**config.mk**
```make
export PLATFORM = sky130hd
export DESIGN_NAME = aprl_latch
export DESIGN_NICKNAME = d
export VERILOG_FILES = /design/src/hdl/aprl_pkg.sv /design/src/hdl/aprl_latch.sv
export SDC_FILE = /design/constraint.sdc
export NUM_CORES = 1
export LEC_CHECK = 0
export CAP_MARGIN = 20
export CORE_MARGIN = 5
export CORE_UTILIZATION = 45
export CTS_CLUSTER_DIAMETER = 100
export DETAILED_ROUTE_END_ITERATION = 10
export DONT_BUFFER_PORTS = 1
export SLEW_MARGIN = 25
export SYNTH_ARGS = -nofsm -noshare
export SYNTH_HDL_FRONTEND = slang
export SYNTH_SLANG_ARGS = --single-unit
```
**constraint.sdc**
```tcl
create_clock -name pclk -period 2.54 [get_ports pclk]
set_input_delay 0 -clock pclk [delete_from_list [all_inputs] [get_ports pclk]]
set_output_delay 0 -clock pclk [all_outputs]
set_load 0.05 [all_outputs]
```
**src/hdl/aprl_pkg.sv**
```systemverilog
// package: register map, mode word layout and constants of the latch
//
// Contract
// networked axis: source 00 index, 01 ext one, 10 ext two, 11 ext three
// encoder axis: source 00 index, 01 first input, 10 second input
// primary channel captures only while mode bit 2 is set
// secondary channel captures only while mode bit 6 is set
// encoder axis: mode bit 3 picks primary edge, 0 rising, 1 falling
// encoder axis: mode bit 7 picks secondary edge, 0 rising, 1 falling
// mode bits 9,8: 00 no window, 01 inclusive, 11 exclusive
// encoder axis: mode bit 10 enables trigger input filtering
// encoder axis: position latched by hardware in the trigger cycle
// capture sets the channel flag and stores the channel position
// inclusive: accept only when open < position < close
// exclusive: accept only when position lies outside open..close
// after capture, hold flag and position until a new mode write
package aprl_pkg;

  // register byte offsets
  localparam logic [7:0] MODE_OFS = 8'h00;
  localparam logic [7:0] CFG_OFS = 8'h04;
  localparam logic [7:0] WOPEN_OFS = 8'h08;
  localparam logic [7:0] WCLOSE_OFS = 8'h0c;
  localparam logic [7:0] FLAGS_OFS = 8'h10;
  localparam logic [7:0] IST_OFS = 8'h14;
  localparam logic [7:0] IMASK_OFS = 8'h18;
  localparam logic [7:0] POSA_OFS = 8'h1c;
  localparam logic [7:0] POSB_OFS = 8'h20;
  localparam logic [7:0] MPOS_OFS = 8'h24;

  // reset values
  localparam logic [10:0] MODE_RST = 11'h000;
  localparam logic CFG_RST = 1'b0;
  localparam logic [31:0] WIN_RST = 32'h0000_0000;
  localparam logic [1:0] IMASK_RST = 2'h0;

  // field positions
  localparam int CFG_NET_BIT = 0;
  localparam int FLAGS_ARM_LSB = 2;

  // source codes
  localparam logic [1:0] SRC_INDEX = 2'h0;
  localparam logic [1:0] SRC_EXTERNAL_TRIGGER_THREE = 2'h3;

  // window codes
  localparam logic [1:0] WIN_OFF = 2'h0;
  localparam logic [1:0] WIN_INC = 2'h1;
  localparam logic [1:0] WIN_EXC = 2'h3;

  // samples that must agree before a filtered trigger moves
  localparam int FILT_LEN = 3;

  // mode word, bit 0 at the bottom
  typedef struct packed {
    logic filt;          // bit 10
    logic [1:0] win;     // bits 9,8
    logic edge_b;        // bit 7
    logic en_b;          // bit 6
    logic [1:0] src_b;   // bits 5,4
    logic edge_a;        // bit 3
    logic en_a;          // bit 2
    logic [1:0] src_a;   // bits 1,0
  } aprl_mode_t;

endpackage

```
**src/hdl/aprl_latch.sv**
```systemverilog
// axis position registration latch with apb register access
`timescale 1ns/1ps
`default_nettype none
module aprl_latch (
  input wire logic pclk,                   // system clock, 20 MHz
  input wire logic presetn,                // async reset, active low
  input wire logic psel,                   // apb select
  input wire logic penable,                // apb access phase
  input wire logic pwrite,                 // apb direction
  input wire logic [7:0] paddr,            // apb byte address
  input wire logic [31:0] pwdata,          // apb write data
  output logic [31:0] prdata,              // apb read data
  output logic pready,                     // apb ready
  output logic pslverr,                    // apb error, unmapped
  input wire logic encoder_index,          // index mark pin
  input wire logic external_trigger_one,   // registration pin one
  input wire logic external_trigger_two,   // registration pin two
  input wire logic external_trigger_three, // registration pin three
  input wire logic [31:0] measured_position, // same-clock axis position
  output logic primary_capture_flag,       // primary captured
  output logic secondary_capture_flag,     // secondary captured
  output logic irq                         // level interrupt
);

  aprl_pkg::aprl_mode_t mode_r;
  logic net_r;
  logic [31:0] wopen_r;
  logic [31:0] wclose_r;
  logic [1:0] ist_r;
  logic [1:0] imask_r;
  logic [1:0] arm_r;
  logic [1:0] flag_r;
  logic [31:0] pos_r [2];
  logic [31:0] prdata_r;
  logic pready_r;
  logic pslverr_r;
  logic irq_r;
  logic [3:0] pin_w;
  logic [3:0] sync1_r;
  logic [3:0] sync2_r;
  logic [3:0] cond_r;
  logic [3:0] prev_r;
  logic [3:0] rise_w;
  logic [3:0] fall_w;
  logic [1:0] evt_w;
  logic [1:0] cap_w;
  logic win_ok_w;
  logic acc_w;
  logic wr_w;
  logic mode_wr_w;
  aprl_pkg::aprl_mode_t wmode_w;
  logic [31:0] rdata_nxt;
  logic slverr_nxt;

  assign pin_w = {external_trigger_three, external_trigger_two,
                  external_trigger_one, encoder_index};

  ////////////////////////////////////////////////////////////////////////
  // trigger conditioning: sync, optional filter, edge detect

  for (genvar i = 0; i < 4; i++) begin : g_pin
    logic [aprl_pkg::FILT_LEN-2:0] hist_r;
    logic stable_w;
    assign stable_w = (hist_r == {(aprl_pkg::FILT_LEN-1){sync2_r[i]}});
    // two flops before anything looks at a pin
    always_ff @(posedge pclk or negedge presetn) begin
      if (!presetn) begin
        sync1_r[i] <= 1'b0;
        sync2_r[i] <= 1'b0;
      end else begin
        sync1_r[i] <= pin_w[i];
        sync2_r[i] <= sync1_r[i];
      end
    end
    // filter only moves on agreeing samples; costs FILT_LEN-1 cycles
    always_ff @(posedge pclk or negedge presetn) begin
      if (!presetn) begin
        hist_r <= '0;
        cond_r[i] <= 1'b0;
        prev_r[i] <= 1'b0;
      end else begin
        hist_r <= {hist_r[aprl_pkg::FILT_LEN-3:0], sync2_r[i]};
        if (!net_r && mode_r.filt) begin
          if (stable_w) begin
            cond_r[i] <= sync2_r[i];
          end
        end else begin
          cond_r[i] <= sync2_r[i];
        end
        prev_r[i] <= cond_r[i];
      end
    end
    assign rise_w[i] = cond_r[i] & ~prev_r[i];
    assign fall_w[i] = ~cond_r[i] & prev_r[i];
  end

  ////////////////////////////////////////////////////////////////////////
  // position window, shared by both channels

  // signed compare so positions either side of zero behave
  always_comb begin
    if (mode_r.win == aprl_pkg::WIN_INC) begin
      win_ok_w = ($signed(measured_position) > $signed(wopen_r)) &&
                 ($signed(measured_position) < $signed(wclose_r));
    end else if (mode_r.win == aprl_pkg::WIN_EXC) begin
      win_ok_w = ($signed(measured_position) < $signed(wopen_r)) ||
                 ($signed(measured_position) > $signed(wclose_r));
    end else begin
      // 00 and the unlisted 10 both leave windowing off
      win_ok_w = 1'b1;
    end
  end

  ////////////////////////////////////////////////////////////////////////
  // capture channels, 0 primary and 1 secondary

  for (genvar c = 0; c < 2; c++) begin : g_ch
    logic [1:0] src_w;
    logic en_w;
    logic fall_sel_w;
    logic valid_w;
    assign src_w = (c == 0) ? mode_r.src_a : mode_r.src_b;
    assign en_w = (c == 0) ? mode_r.en_a : mode_r.en_b;
    // networked axis has no edge choice: rising only
    assign fall_sel_w = !net_r &&
      ((c == 0) ? mode_r.edge_a : mode_r.edge_b);
    // encoder axis has no third external input: code 11 never fires
    assign valid_w = net_r || (src_w != aprl_pkg::SRC_EXTERNAL_TRIGGER_THREE);
    assign evt_w[c] = valid_w &&
      (fall_sel_w ? fall_w[src_w] : rise_w[src_w]);
    assign cap_w[c] = evt_w[c] && arm_r[c] && win_ok_w;

    // capture beats a re-arm in the same cycle so no event is lost
    always_ff @(posedge pclk or negedge presetn) begin
      if (!presetn) begin
        arm_r[c] <= 1'b0;
        flag_r[c] <= 1'b0;
      end else if (cap_w[c]) begin
        arm_r[c] <= 1'b0;
        flag_r[c] <= 1'b1;
      end else if (mode_wr_w) begin
        arm_r[c] <= (c == 0) ? wmode_w.en_a : wmode_w.en_b;
        flag_r[c] <= 1'b0;
      end
    end

    // position taken in the event cycle, no software in the path
    always_ff @(posedge pclk or negedge presetn) begin
      if (!presetn) begin
        pos_r[c] <= 32'h0000_0000;
      end else if (cap_w[c]) begin
        pos_r[c] <= measured_position;
      end
    end
  end

  ////////////////////////////////////////////////////////////////////////
  // apb slave: one wait state, then pready for one cycle

  assign acc_w = psel && penable && !pready_r;
  assign wr_w = psel && penable && pready_r && pwrite;
  assign mode_wr_w = wr_w && (paddr == aprl_pkg::MODE_OFS);
  // write data seen through the mode layout, no loose bit numbers
  assign wmode_w = pwdata[$bits(aprl_pkg::aprl_mode_t)-1:0];

  // read mux and unmapped detection
  always_comb begin
    rdata_nxt = 32'h0000_0000;
    slverr_nxt = 1'b0;
    if (paddr == aprl_pkg::MODE_OFS) begin
      rdata_nxt[10:0] = mode_r;
    end else if (paddr == aprl_pkg::CFG_OFS) begin
      rdata_nxt[aprl_pkg::CFG_NET_BIT] = net_r;
    end else if (paddr == aprl_pkg::WOPEN_OFS) begin
      rdata_nxt = wopen_r;
    end else if (paddr == aprl_pkg::WCLOSE_OFS) begin
      rdata_nxt = wclose_r;
    end else if (paddr == aprl_pkg::FLAGS_OFS) begin
      rdata_nxt[1:0] = flag_r;
      rdata_nxt[aprl_pkg::FLAGS_ARM_LSB +: 2] = arm_r;
    end else if (paddr == aprl_pkg::IST_OFS) begin
      rdata_nxt[1:0] = ist_r;
    end else if (paddr == aprl_pkg::IMASK_OFS) begin
      rdata_nxt[1:0] = imask_r;
    end else if (paddr == aprl_pkg::POSA_OFS) begin
      rdata_nxt = pos_r[0];
    end else if (paddr == aprl_pkg::POSB_OFS) begin
      rdata_nxt = pos_r[1];
    end else if (paddr == aprl_pkg::MPOS_OFS) begin
      rdata_nxt = measured_position;
    end else begin
      slverr_nxt = 1'b1;
    end
  end

  // handshake and read data, loaded in the wait cycle
  always_ff @(posedge pclk or negedge presetn) begin
    if (!presetn) begin
      pready_r <= 1'b0;
      prdata_r <= 32'h0000_0000;
      pslverr_r <= 1'b0;
    end else begin
      pready_r <= acc_w;
      prdata_r <= (acc_w && !pwrite) ? rdata_nxt : 32'h0000_0000;
      pslverr_r <= acc_w && slverr_nxt;
    end
  end

  // writable registers
  always_ff @(posedge pclk or negedge presetn) begin
    if (!presetn) begin
      mode_r <= aprl_pkg::MODE_RST;
      net_r <= aprl_pkg::CFG_RST;
      wopen_r <= aprl_pkg::WIN_RST;
      wclose_r <= aprl_pkg::WIN_RST;
      imask_r <= aprl_pkg::IMASK_RST;
    end else if (wr_w) begin
      if (paddr == aprl_pkg::MODE_OFS) begin
        mode_r <= wmode_w;
      end else if (paddr == aprl_pkg::CFG_OFS) begin
        net_r <= pwdata[aprl_pkg::CFG_NET_BIT];
      end else if (paddr == aprl_pkg::WOPEN_OFS) begin
        wopen_r <= pwdata;
      end else if (paddr == aprl_pkg::WCLOSE_OFS) begin
        wclose_r <= pwdata;
      end else if (paddr == aprl_pkg::IMASK_OFS) begin
        imask_r <= pwdata[1:0];
      end
    end
  end

  ////////////////////////////////////////////////////////////////////////
  // interrupt: sticky capture bits, write one to clear, set wins

  always_ff @(posedge pclk or negedge presetn) begin
    if (!presetn) begin
      ist_r <= 2'h0;
      irq_r <= 1'b0;
    end else begin
      if (wr_w && (paddr == aprl_pkg::IST_OFS)) begin
        ist_r <= (ist_r & ~pwdata[1:0]) | cap_w;
      end else begin
        ist_r <= ist_r | cap_w;
      end
      irq_r <= |(ist_r & imask_r);
    end
  end

  assign prdata = prdata_r;
  assign pready = pready_r;
  assign pslverr = pslverr_r;
  assign irq = irq_r;
  assign primary_capture_flag = flag_r[0];
  assign secondary_capture_flag = flag_r[1];
endmodule // aprl_latch
`default_nettype wire

```
# == Yosys cells after proc, flatten, opt, wreduce, memory -nomap -nowiden ==
# Cells that the tools add are included.
# totals
regBits,207
inputBits,81
elab_cells,189
# op_classes
order_cmp,6
n_eq_ne,21
n_mux,61
bitwise_logic,25
reduce_logical,33
# op_table
operator,count
32-bit two-way mux,13
32-bit greater-than comparator,2
32-bit less-than comparator,2
30-bit two-way mux,2
1-bit two-way mux,34
"8-bit by 5-bit == test with 1-bit output, second input constant",4
31-bit two-way mux,1
28-bit two-way mux,1
21-bit two-way mux,1
1-bit logical AND,18
"8-bit by 4-bit == test with 1-bit output, second input constant",2
"8-bit by 6-bit == test with 1-bit output, second input constant",2
"2-bit inequality test, second input constant",6
1-bit NOT,12
11-bit two-way mux,1
1-bit AND,8
1-bit binary-select mux with 2-bit select,4
2-bit == test,4
"8-bit by 3-bit == test with 1-bit output, second input constant",1
8-bit zero test,1
"2-bit by 3-bit less-than comparator with 1-bit output, second input constant",2
2-bit two-way mux,3
6-bit AND reduction,1
5-bit AND reduction,1
other kinds (13),20

# == Depth between registers and ports, before layout ==
# Gate-level depths: netlist of run 1.
# depth
ltp_word,19
ltp_mapped,11
depth_no_buf,10

# == Worst setup path after synthesis of run 1 ==
# No wires, ideal clock.
# synth_timing
path_type,flip-flop to flip-flop
startpoint,register wclose_r[6]
endpoint,register pos_r[30] (netlist name)
setup_ns,0.127
arrival_ns,2.686
required_time_ns,2.413
path_slack_ns,-0.274
stages_incl_launch_ff,12
path_buffers,1
synth_period_minus_slack_ns,2.814
cell_sequence,dfrtp_1 inv_1 ha_1 a211oi_1 a211o_1 a31oi_1 o41a_1 o22a_1 o311ai_4 nand4_4 buf_6 mux2_1
# synth_via
elab_chain_cells,5
word_cells_on_any_way,7
cone_classes,2 x order compare; 2 x mux; 3 x reduce/logical
# synth_rtl
item,line,text
from (decl),aprl_latch.sv:28,logic [31:0] wclose_r;
from (signal assigned),aprl_latch.sv:215,wclose_r <= aprl_pkg::WIN_RST;
from (signal assigned),aprl_latch.sv:225,wclose_r <= pwdata;
32-bit greater-than comparator,aprl_latch.sv:107,($signed(measured_position) > $signed(wclose_r));
1-bit logical OR,aprl_latch.sv:106,win_ok_w = ($signed(measured_position) < $signed(wopen_r)) ||
1-bit two-way mux,aprl_latch.sv:105,end else if (mode_r.win == aprl_pkg::WIN_EXC) begin
1-bit two-way mux *,aprl_latch.sv:102,if (mode_r.win == aprl_pkg::WIN_INC) begin
1-bit logical AND *,aprl_latch.sv:131,assign cap_w[c] = evt_w[c] && arm_r[c] && win_ok_w;
"to (signal, indexed assignment)",aprl_latch.sv:152,pos_r[c] <= measured_position;
to (decl),aprl_latch.sv:33,logic [31:0] pos_r [2];
# Every way passes the cells marked *; elsewhere a longest branch is shown, timed or not.
# A chain may end at the register's enable or synchronous reset.

# == Worst setup path after layout of run 1 ==
# layout_timing
startpoint,register wopen_r[15]
endpoint,register pos_r[28] (netlist name)
# layout_via
elab_chain_cells,5
word_cells_on_any_way,7
cone_classes,2 x order compare; 2 x mux; 3 x reduce/logical
# layout_rtl
item,line,text
from (decl),aprl_latch.sv:27,logic [31:0] wopen_r;
from (signal assigned),aprl_latch.sv:214,wopen_r <= aprl_pkg::WIN_RST;
from (signal assigned),aprl_latch.sv:223,wopen_r <= pwdata;
32-bit less-than comparator,aprl_latch.sv:106,
1-bit logical OR,aprl_latch.sv:106,
1-bit two-way mux,aprl_latch.sv:105,
1-bit two-way mux *,aprl_latch.sv:102,
1-bit logical AND *,aprl_latch.sv:131,
# Marks and branches as above.

==> impl_metrics.csv, run 1 <==
group,metric,value,unit
sta,min_period,3050,ps
routing,num_vias,7906,
pwr,total_power,0.00714,W
yosys,synth_area,0.0102,mm^2
cells_and_area,fin_util,59.0,%
clocking,cts_tree,"done",
sta,tightest_slew,616,ps
clocking,numCtsBuffers,24,
min_path,hp-class,"primary input to async pin",
worst_setup_path,crit_start,"wopen_r[15]$_DFFE_PN0P_",
clocking,cts_sinks,207,
sta,max_freq,0.328,GHz
worst_setup_path,cp_data_required_time,2950,ps
worst_setup_path,setup.worst_path.class,"register to register",
routing,ant_nets,0,
sta,fin_tns_setup,-30800,ps
global_route,gr-usage-met1,32.8,%
sta,fin_ws,-513,ps
floorplan,die_w,161,um
routing,drtIter0Drc,755,
clocking,clkTransAtPathRegs,60,ps
routing,wl_per_cell,21.3,um
clocking,ctsHoldBuffers,86,
yosys,yosysSeqAreaShare,50.8,%
sta,period_share,120,%
floorplan,rows,55,
cells_and_area,instances_no_fill,1402,
pwr,power.leakage,6.11,nW
place,portBuffers,0,
global_route,grt_overflow,0,
cells_and_area,fin_nets,1245,
global_route,antenna_found_initial,1,
worst_setup_path,critPathCaptureType,"register",
yosys,ys_warn_count,0,
yosys,syn-num-nets,1072,
cells_and_area,register_area,0.00518,mm^2
sta,timing.hold.ws,-812,ps
sta,setup_violations,70,
global_route,grt.busiest_layer,"met2",
global_route,grt.total_usage,23.0,%
routing,first_pass_iters,6,
yosys,yosys.cell_types.count,47,
yosys,avgSynthCellArea,11.0,um^2
global_route,grt_max_degree,208,
sta,slew_viol_final,0,
pwr,vdd_ir_drop_max,0.000526,V
flow_run,maxCapViolCount,0,
cells_and_area,multiInputGateArea,0.00495,mm^2
global_route,grtUsageMet3,5.00,%
clocking,h-tree-depth,1,
routing,drc_errors,0,
worst_setup_path,cp_max_fo,5,
cells_and_area,drive_gt1_share,28.1,%
pwr,p_per_area,538,mW/mm^2
global_route,grt_pass1_wl,47.2,mm
cells_and_area,fillers,1875,
status,violations,"negative hold slack, negative setup slack",
sta,fin_skew,13.0,ps
routing,avgViaCountPerCell,5.64,
sta,slew_headroom,58.9,%
worst_setup_path,critical_path.startpoint_type,"register",
floorplan,io_pins,118,
yosys,synthCells,927,
place,dp.cells,1261,
clocking,clockBufferDepth,3,
yosys,synth_seq_cells,207,
place,gp_congestion,0.776,
global_route,grtUsageMet2,36.3,%
place,dp_hpwl,18.7,mm
worst_setup_path,cp.arrival,3460,ps
sta,rsz0062_at_grt,"true",
sta,hold_violations,207,
global_route,grt_pass1_vias,8373,
floorplan,initial_core_util,45.3,%
floorplan,die_h,161,um
cells_and_area,area_growth,30.1,%
status,outcome,"finished, violations left",
floorplan,dieArea,0.0258,mm^2
routing,wirelength,29.9,mm
clocking,worstSkewPairLatency,520,ps
clocking,cts-root-buf,"clkbuf_16",
worst_setup_path,rr_startpoint,"wopen_r[15]$_DFFE_PN0P_",
floorplan,core,0.0225,mm^2
-- flip-flops by register name (all words and copies together) (netlist names), 5 cells and up --
signal and flops:
wclose_r 32, g_pin.hist_r 8, pos_r 64, mode_r 5, prdata 32, wopen_r 32
-- what timing repair did --
action | in CTS | in global routing
hold endpoints to repair | 391 | 207
buffers inserted | 6 | 7
pin swaps | 14 | 14
gates resized for setup | 36 | 34
gates cloned | 2 | 1
endpoints found under the setup margin | 70 | 71
-- final cells by class --
class,instances,share of cell area (%)
Clock inverter,5,0.207
Multi-Input combinational cell,611,37.3
Sequential cell,207,39.0
Tap cell,285,2.69
Antenna cell,1,0.0189
Clock buffer,37,5.51
Inverter,73,2.06
Timing Repair Buffer,183,13.2
-- logic make-up after synthesis --
group / share of synthesized area (%)
simple gates: 9.68
flops: 50.8
compound gates: 12.6
mux: 14.8
buf+inv: 4.38
fa+ha+maj: 7.85
-- worst max-delay path, cell delays in order, from the launching register on --
cell and delay, ps:
dfrtp_1 370, inv_2 60, ha_4 270, nand4_1 190
nor4_4 390, a21boi_2 230, o41a_1 220, o22ai_2 80
a211o_1 360, nand4_4 180, buf_12 140, clkbuf_16 140
mux2_2 320
-- layout by cell type (no fill, tap or decap), types with 5 or more instances in the layout --
master,n
clkbuf_16,26
buf_4,82
a222oi_1,31
buf_6,5
nand3_1,13
o21ai_0,56
buf_12,8
inv_2,7
dlygate4sd3_1,85
ha_1,51
dfrtp_1,207
mux2_2,117
o211ai_1,6
nand2_1,125
a21boi_0,6
a21oi_1,54
nor2_1,25
clkbuf_1,6
inv_1,66
clkbuf_8,6
mux2_4,14
ha_4,13
nand2b_1,7
nand4_1,12
-- worst paths after layout --
check	end	slack, ps	cells past startpoint
max	pos_r[28]$_DFFE_PN0P_	-510	12
min	prdata[5]$_DFF_PN0_	-810	0
max reg2reg	pos_r[28]$_DFFE_PN0P_	-510	12
min reg2reg	sync2_r[3]$_DFF_PN0_	350	0
max in group asynchronous	wclose_r[9]$_DFFE_PN0P_	2890	0
min in group pclk	prdata[18]$_DFF_PN0_	0	3
-- power breakdown --
part           switching [W]  leakage, nW  internal [W]  total, W
combinational       0.000219         2.90      0.000234  0.000453
clock                0.00135        0.374       0.00196   0.00331
sequential         0.0000320         2.83       0.00334   0.00337
-- routing by layer --
metal	vias to the layer above	part of all wire, %
li1	3683	-
met4	0	1.9
met2	255	45
met3	44	7.0
met5	-	0
met1	3924	46
-- per-stage QoR --
stage / instance area (um^2) / setup slack [ps]
after global placement: 11200 / -608
after floorplan: 10300 / -207
after detailed placement: 11200 / -584
after CTS: 13100 / -448
final: 13300 / -513
after global routing: 13300 / -593
-- synth_stat cells (all sizes together) --
| master | count | area share [%] |
|---|---|---|
| a31oi | 3 | 0.18 |
| nor4b | 1 | 0.086 |
| a211oi | 3 | 0.22 |
| nand2b | 7 | 0.43 |
| o21ai | 59 | 2.9 |
| inv | 73 | 2.7 |
| and4 | 2 | 0.17 |
| a211o | 2 | 0.17 |
| nor4 | 6 | 0.37 |
| nor3 | 4 | 0.20 |
| and2 | 2 | 0.12 |
| o22ai | 2 | 0.12 |
| nand3 | 16 | 0.83 |
| o311ai | 2 | 0.34 |
| o22a | 1 | 0.086 |
| a21boi | 9 | 0.66 |
| nand3b | 4 | 0.29 |
| o221ai | 1 | 0.086 |
| nand2 | 128 | 4.7 |
| nor2 | 29 | 1.1 |
| a21o | 4 | 0.29 |
| a22oi | 4 | 0.29 |
| clkbuf | 24 | 0.88 |
| a221oi | 3 | 0.26 |
| nand4 | 13 | 0.94 |
| mux2 | 131 | 14 |
| mux2i | 3 | 0.29 |
| o21a | 1 | 0.074 |
| buf | 12 | 0.81 |
| or3 | 1 | 0.061 |
| a22o | 2 | 0.17 |
| o41a | 2 | 0.22 |
| dfrtp | 207 | 51 |
| nor3b | 2 | 0.15 |
| a2111oi | 1 | 0.086 |
| ha | 64 | 7.8 |
| a21oi | 56 | 2.7 |
| a222oi | 31 | 3.0 |
| o211ai | 6 | 0.44 |
| a311oi | 2 | 0.17 |
| nor2b | 4 | 0.25 |
Note: power is estimated with default switching activity, not from simulation.
==> inputs of run 2 (changes only) <==
==> constraint.sdc (replaced) <==
create_clock -name pclk -period 2.9 [get_ports pclk]
set_input_delay 0 -clock pclk [delete_from_list [all_inputs] [get_ports pclk]]
set_output_delay 0 -clock pclk [all_outputs]
set_load 0.05 [all_outputs]
==> impl_metrics.csv, run 2 (synthesis results as in run 1) <==
group,metric,value,unit
pwr,power.leakage,5.74,nW
flow_run,maxCapViolCount,0,
routing,drtIter0Drc,750,
sta,rsz0062_at_grt,"true",
sta,setup_violations,66,
worst_setup_path,path_delay_family,"compound AO/OA/AOI/OAI gates",
routing,wirelength,29.2,mm
cells_and_area,fin_util,55.7,%
sta,fin_skew,15.5,ps
worst_setup_path,cp.arrival,3460,ps
clocking,numCtsBuffers,24,
sta,period_share,106,%
floorplan,die_w,161,um
place,dp.cells,1226,
global_route,grt.total_usage,22.5,%
cells_and_area,final_common_cell,"dfrtp_1",
worst_setup_path,critPathCaptureType,"register",
pwr,p_per_area,496,mW/mm^2
status,outcome,"finished, violations left",
routing,wl_per_cell,21.5,um
routing,ant_nets,0,
routing,num_vias,7787,
clocking,cts-root-buf,"clkbuf_16",
worst_setup_path,cp_cell_sequence,"inv_2, ha_4, nand4_1, nor4_4, a21boi_2, o41a_1, o21ai_1, o311ai_4, nand4_4, buf_6, mux2_1",
floorplan,die_h,161,um
floorplan,rows,55,
sta,slew_viol_final,0,
clocking,cts_tree,"done",
sta,min_period,3070,ps
cells_and_area,fin_nets,1199,
worst_setup_path,reg2reg_setup_slack,-170,ps
place,dp_hpwl,18.6,mm
global_route,antenna_found_initial,0,
cells_and_area,most-common-layout-cells,"dfrtp_1 (207), mux2_2 (130), nand2_1 (128), dlygate4sd3_1 (82), inv_1 (70)",
clocking,clockBufferDepth,3,
global_route,grt_pass1_vias,8031,
cells_and_area,drive_gt1_share,22.5,%
sta,hold_violations,207,
status,violations,"negative hold slack, negative setup slack",
worst_setup_path,max_stage_delay,410,ps
place,gp_congestion,0.844,
sta,fin_tns_setup,-9240,ps
min_path,hp-class,"primary input to async pin",
worst_setup_path,cp_data_required_time,3290,ps
sta,max_freq,0.326,GHz
cells_and_area,instances_no_fill,1357,
worst_setup_path,crit_buf_inv,2,
sta,tightest_slew,748,ps
routing,drc_errors,0,
sta,timing.hold.ws,-809,ps
global_route,grt_pass1_wl,46.1,mm
global_route,grt_overflow,0,
clocking,h-tree-depth,1,
worst_setup_path,setup.worst_path.class,"register to register",
floorplan,core,0.0225,mm^2
worst_setup_path,crit_path_top_delay_cell,"nor4_4",
floorplan,initial_core_util,45.3,%
cells_and_area,antenna_cells,0,
floorplan,io_pins,118,
worst_setup_path,critical_path.startpoint_type,"register",
clocking,ctsHoldBuffers,83,
sta,slew_headroom,50.1,%
clocking,cts_sinks,207,
global_route,grt_max_degree,208,
pwr,vdd_ir_drop_max,0.000303,V
cells_and_area,regMostFlops,"pos_r",
clocking,worstSkewPairLatency,520,ps
sta,fin_ws,-169,ps
cells_and_area,largest_reg_flops,64,
routing,first_pass_iters,8,
worst_setup_path,cp_max_fo,7,
floorplan,dieArea,0.0258,mm^2
cells_and_area,area_growth,22.9,%
routing,avgViaCountPerCell,5.74,
place,portBuffers,0,
clocking,clkTransAtPathRegs,60,ps
-- run 2: worst paths after layout --
path / startpoint / endpoint / cells after the start
min in group pclk: paddr[7] / prdata[0]$_DFF_PN0_ / 6
max in group asynchronous: presetn / prdata[17]$_DFF_PN0_ / 0
hold reg to reg: sync1_r[1]$_DFF_PN0_ / sync2_r[1]$_DFF_PN0_ / 0
hold / removal: presetn / prdata[10]$_DFF_PN0_ / 0
setup reg to reg: wopen_r[9]$_DFFE_PN0P_ / pos_r[30]$_DFFE_PN0P_ / 11
setup / recovery: wopen_r[9]$_DFFE_PN0P_ / pos_r[30]$_DFFE_PN0P_ / 11
-- run 2: what timing repair did --
item / CTS / global route
resized for setup: 25 / 1
pin swaps: 7 / 0
hold endpoints to repair: 391 / 207
buffers inserted: 4 / 1
setup endpoints to repair: 70 / 70
-- run 2: power breakdown --
group          switching [W]  internal [W]
clock                0.00119       0.00173
sequential         0.0000295       0.00293
combinational       0.000173      0.000177
-- run 2: layout make-up --
cell class | count | area [um^2]
sequential | 207 | 5180
fill | 1903 | 9960
inverter | 73 | 274
clock buffer | 39 | 738
timing repair buffer | 137 | 1300
multi-input combinational | 611 | 4670
clock inverter | 5 | 25.0
tap | 285 | 357
-- run 2: metrics by stage --
| stage | area (um^2) | power (W) | setup WS, ps | hold slack (ps) |
|---|---|---|---|---|
| 2_1_floorplan | 10200 | 0.00316 | 86.1 | -296 |
| 3_3_place_gp | 10800 | 0.00321 | -332 | -286 |
| 3_5_place_dp | 10800 | 0.00322 | -383 | -286 |
| 4_1_cts | 12500 | 0.00628 | -86.8 | -830 |
| 5_1_grt | 12500 | 0.00647 | -255 | -829 |
| 6_report | 12500 | 0.00622 | -169 | -809 |
-- run 2: per-layer routing --
| layer | up-vias | track usage (%) | wire, um | part of all wire, % |
|---|---|---|---|---|
| met1 | 3882 | 31.7 | 13000 | 45 |
| met2 | 266 | 35.9 | 13600 | 46 |
| met4 | 0 | 4.77 | 465 | 1.6 |
| met5 | - | 0 | 0 | 0 |
| li1 | 3601 | - | - | - |
| met3 | 38 | 4.93 | 2150 | 7.3 |
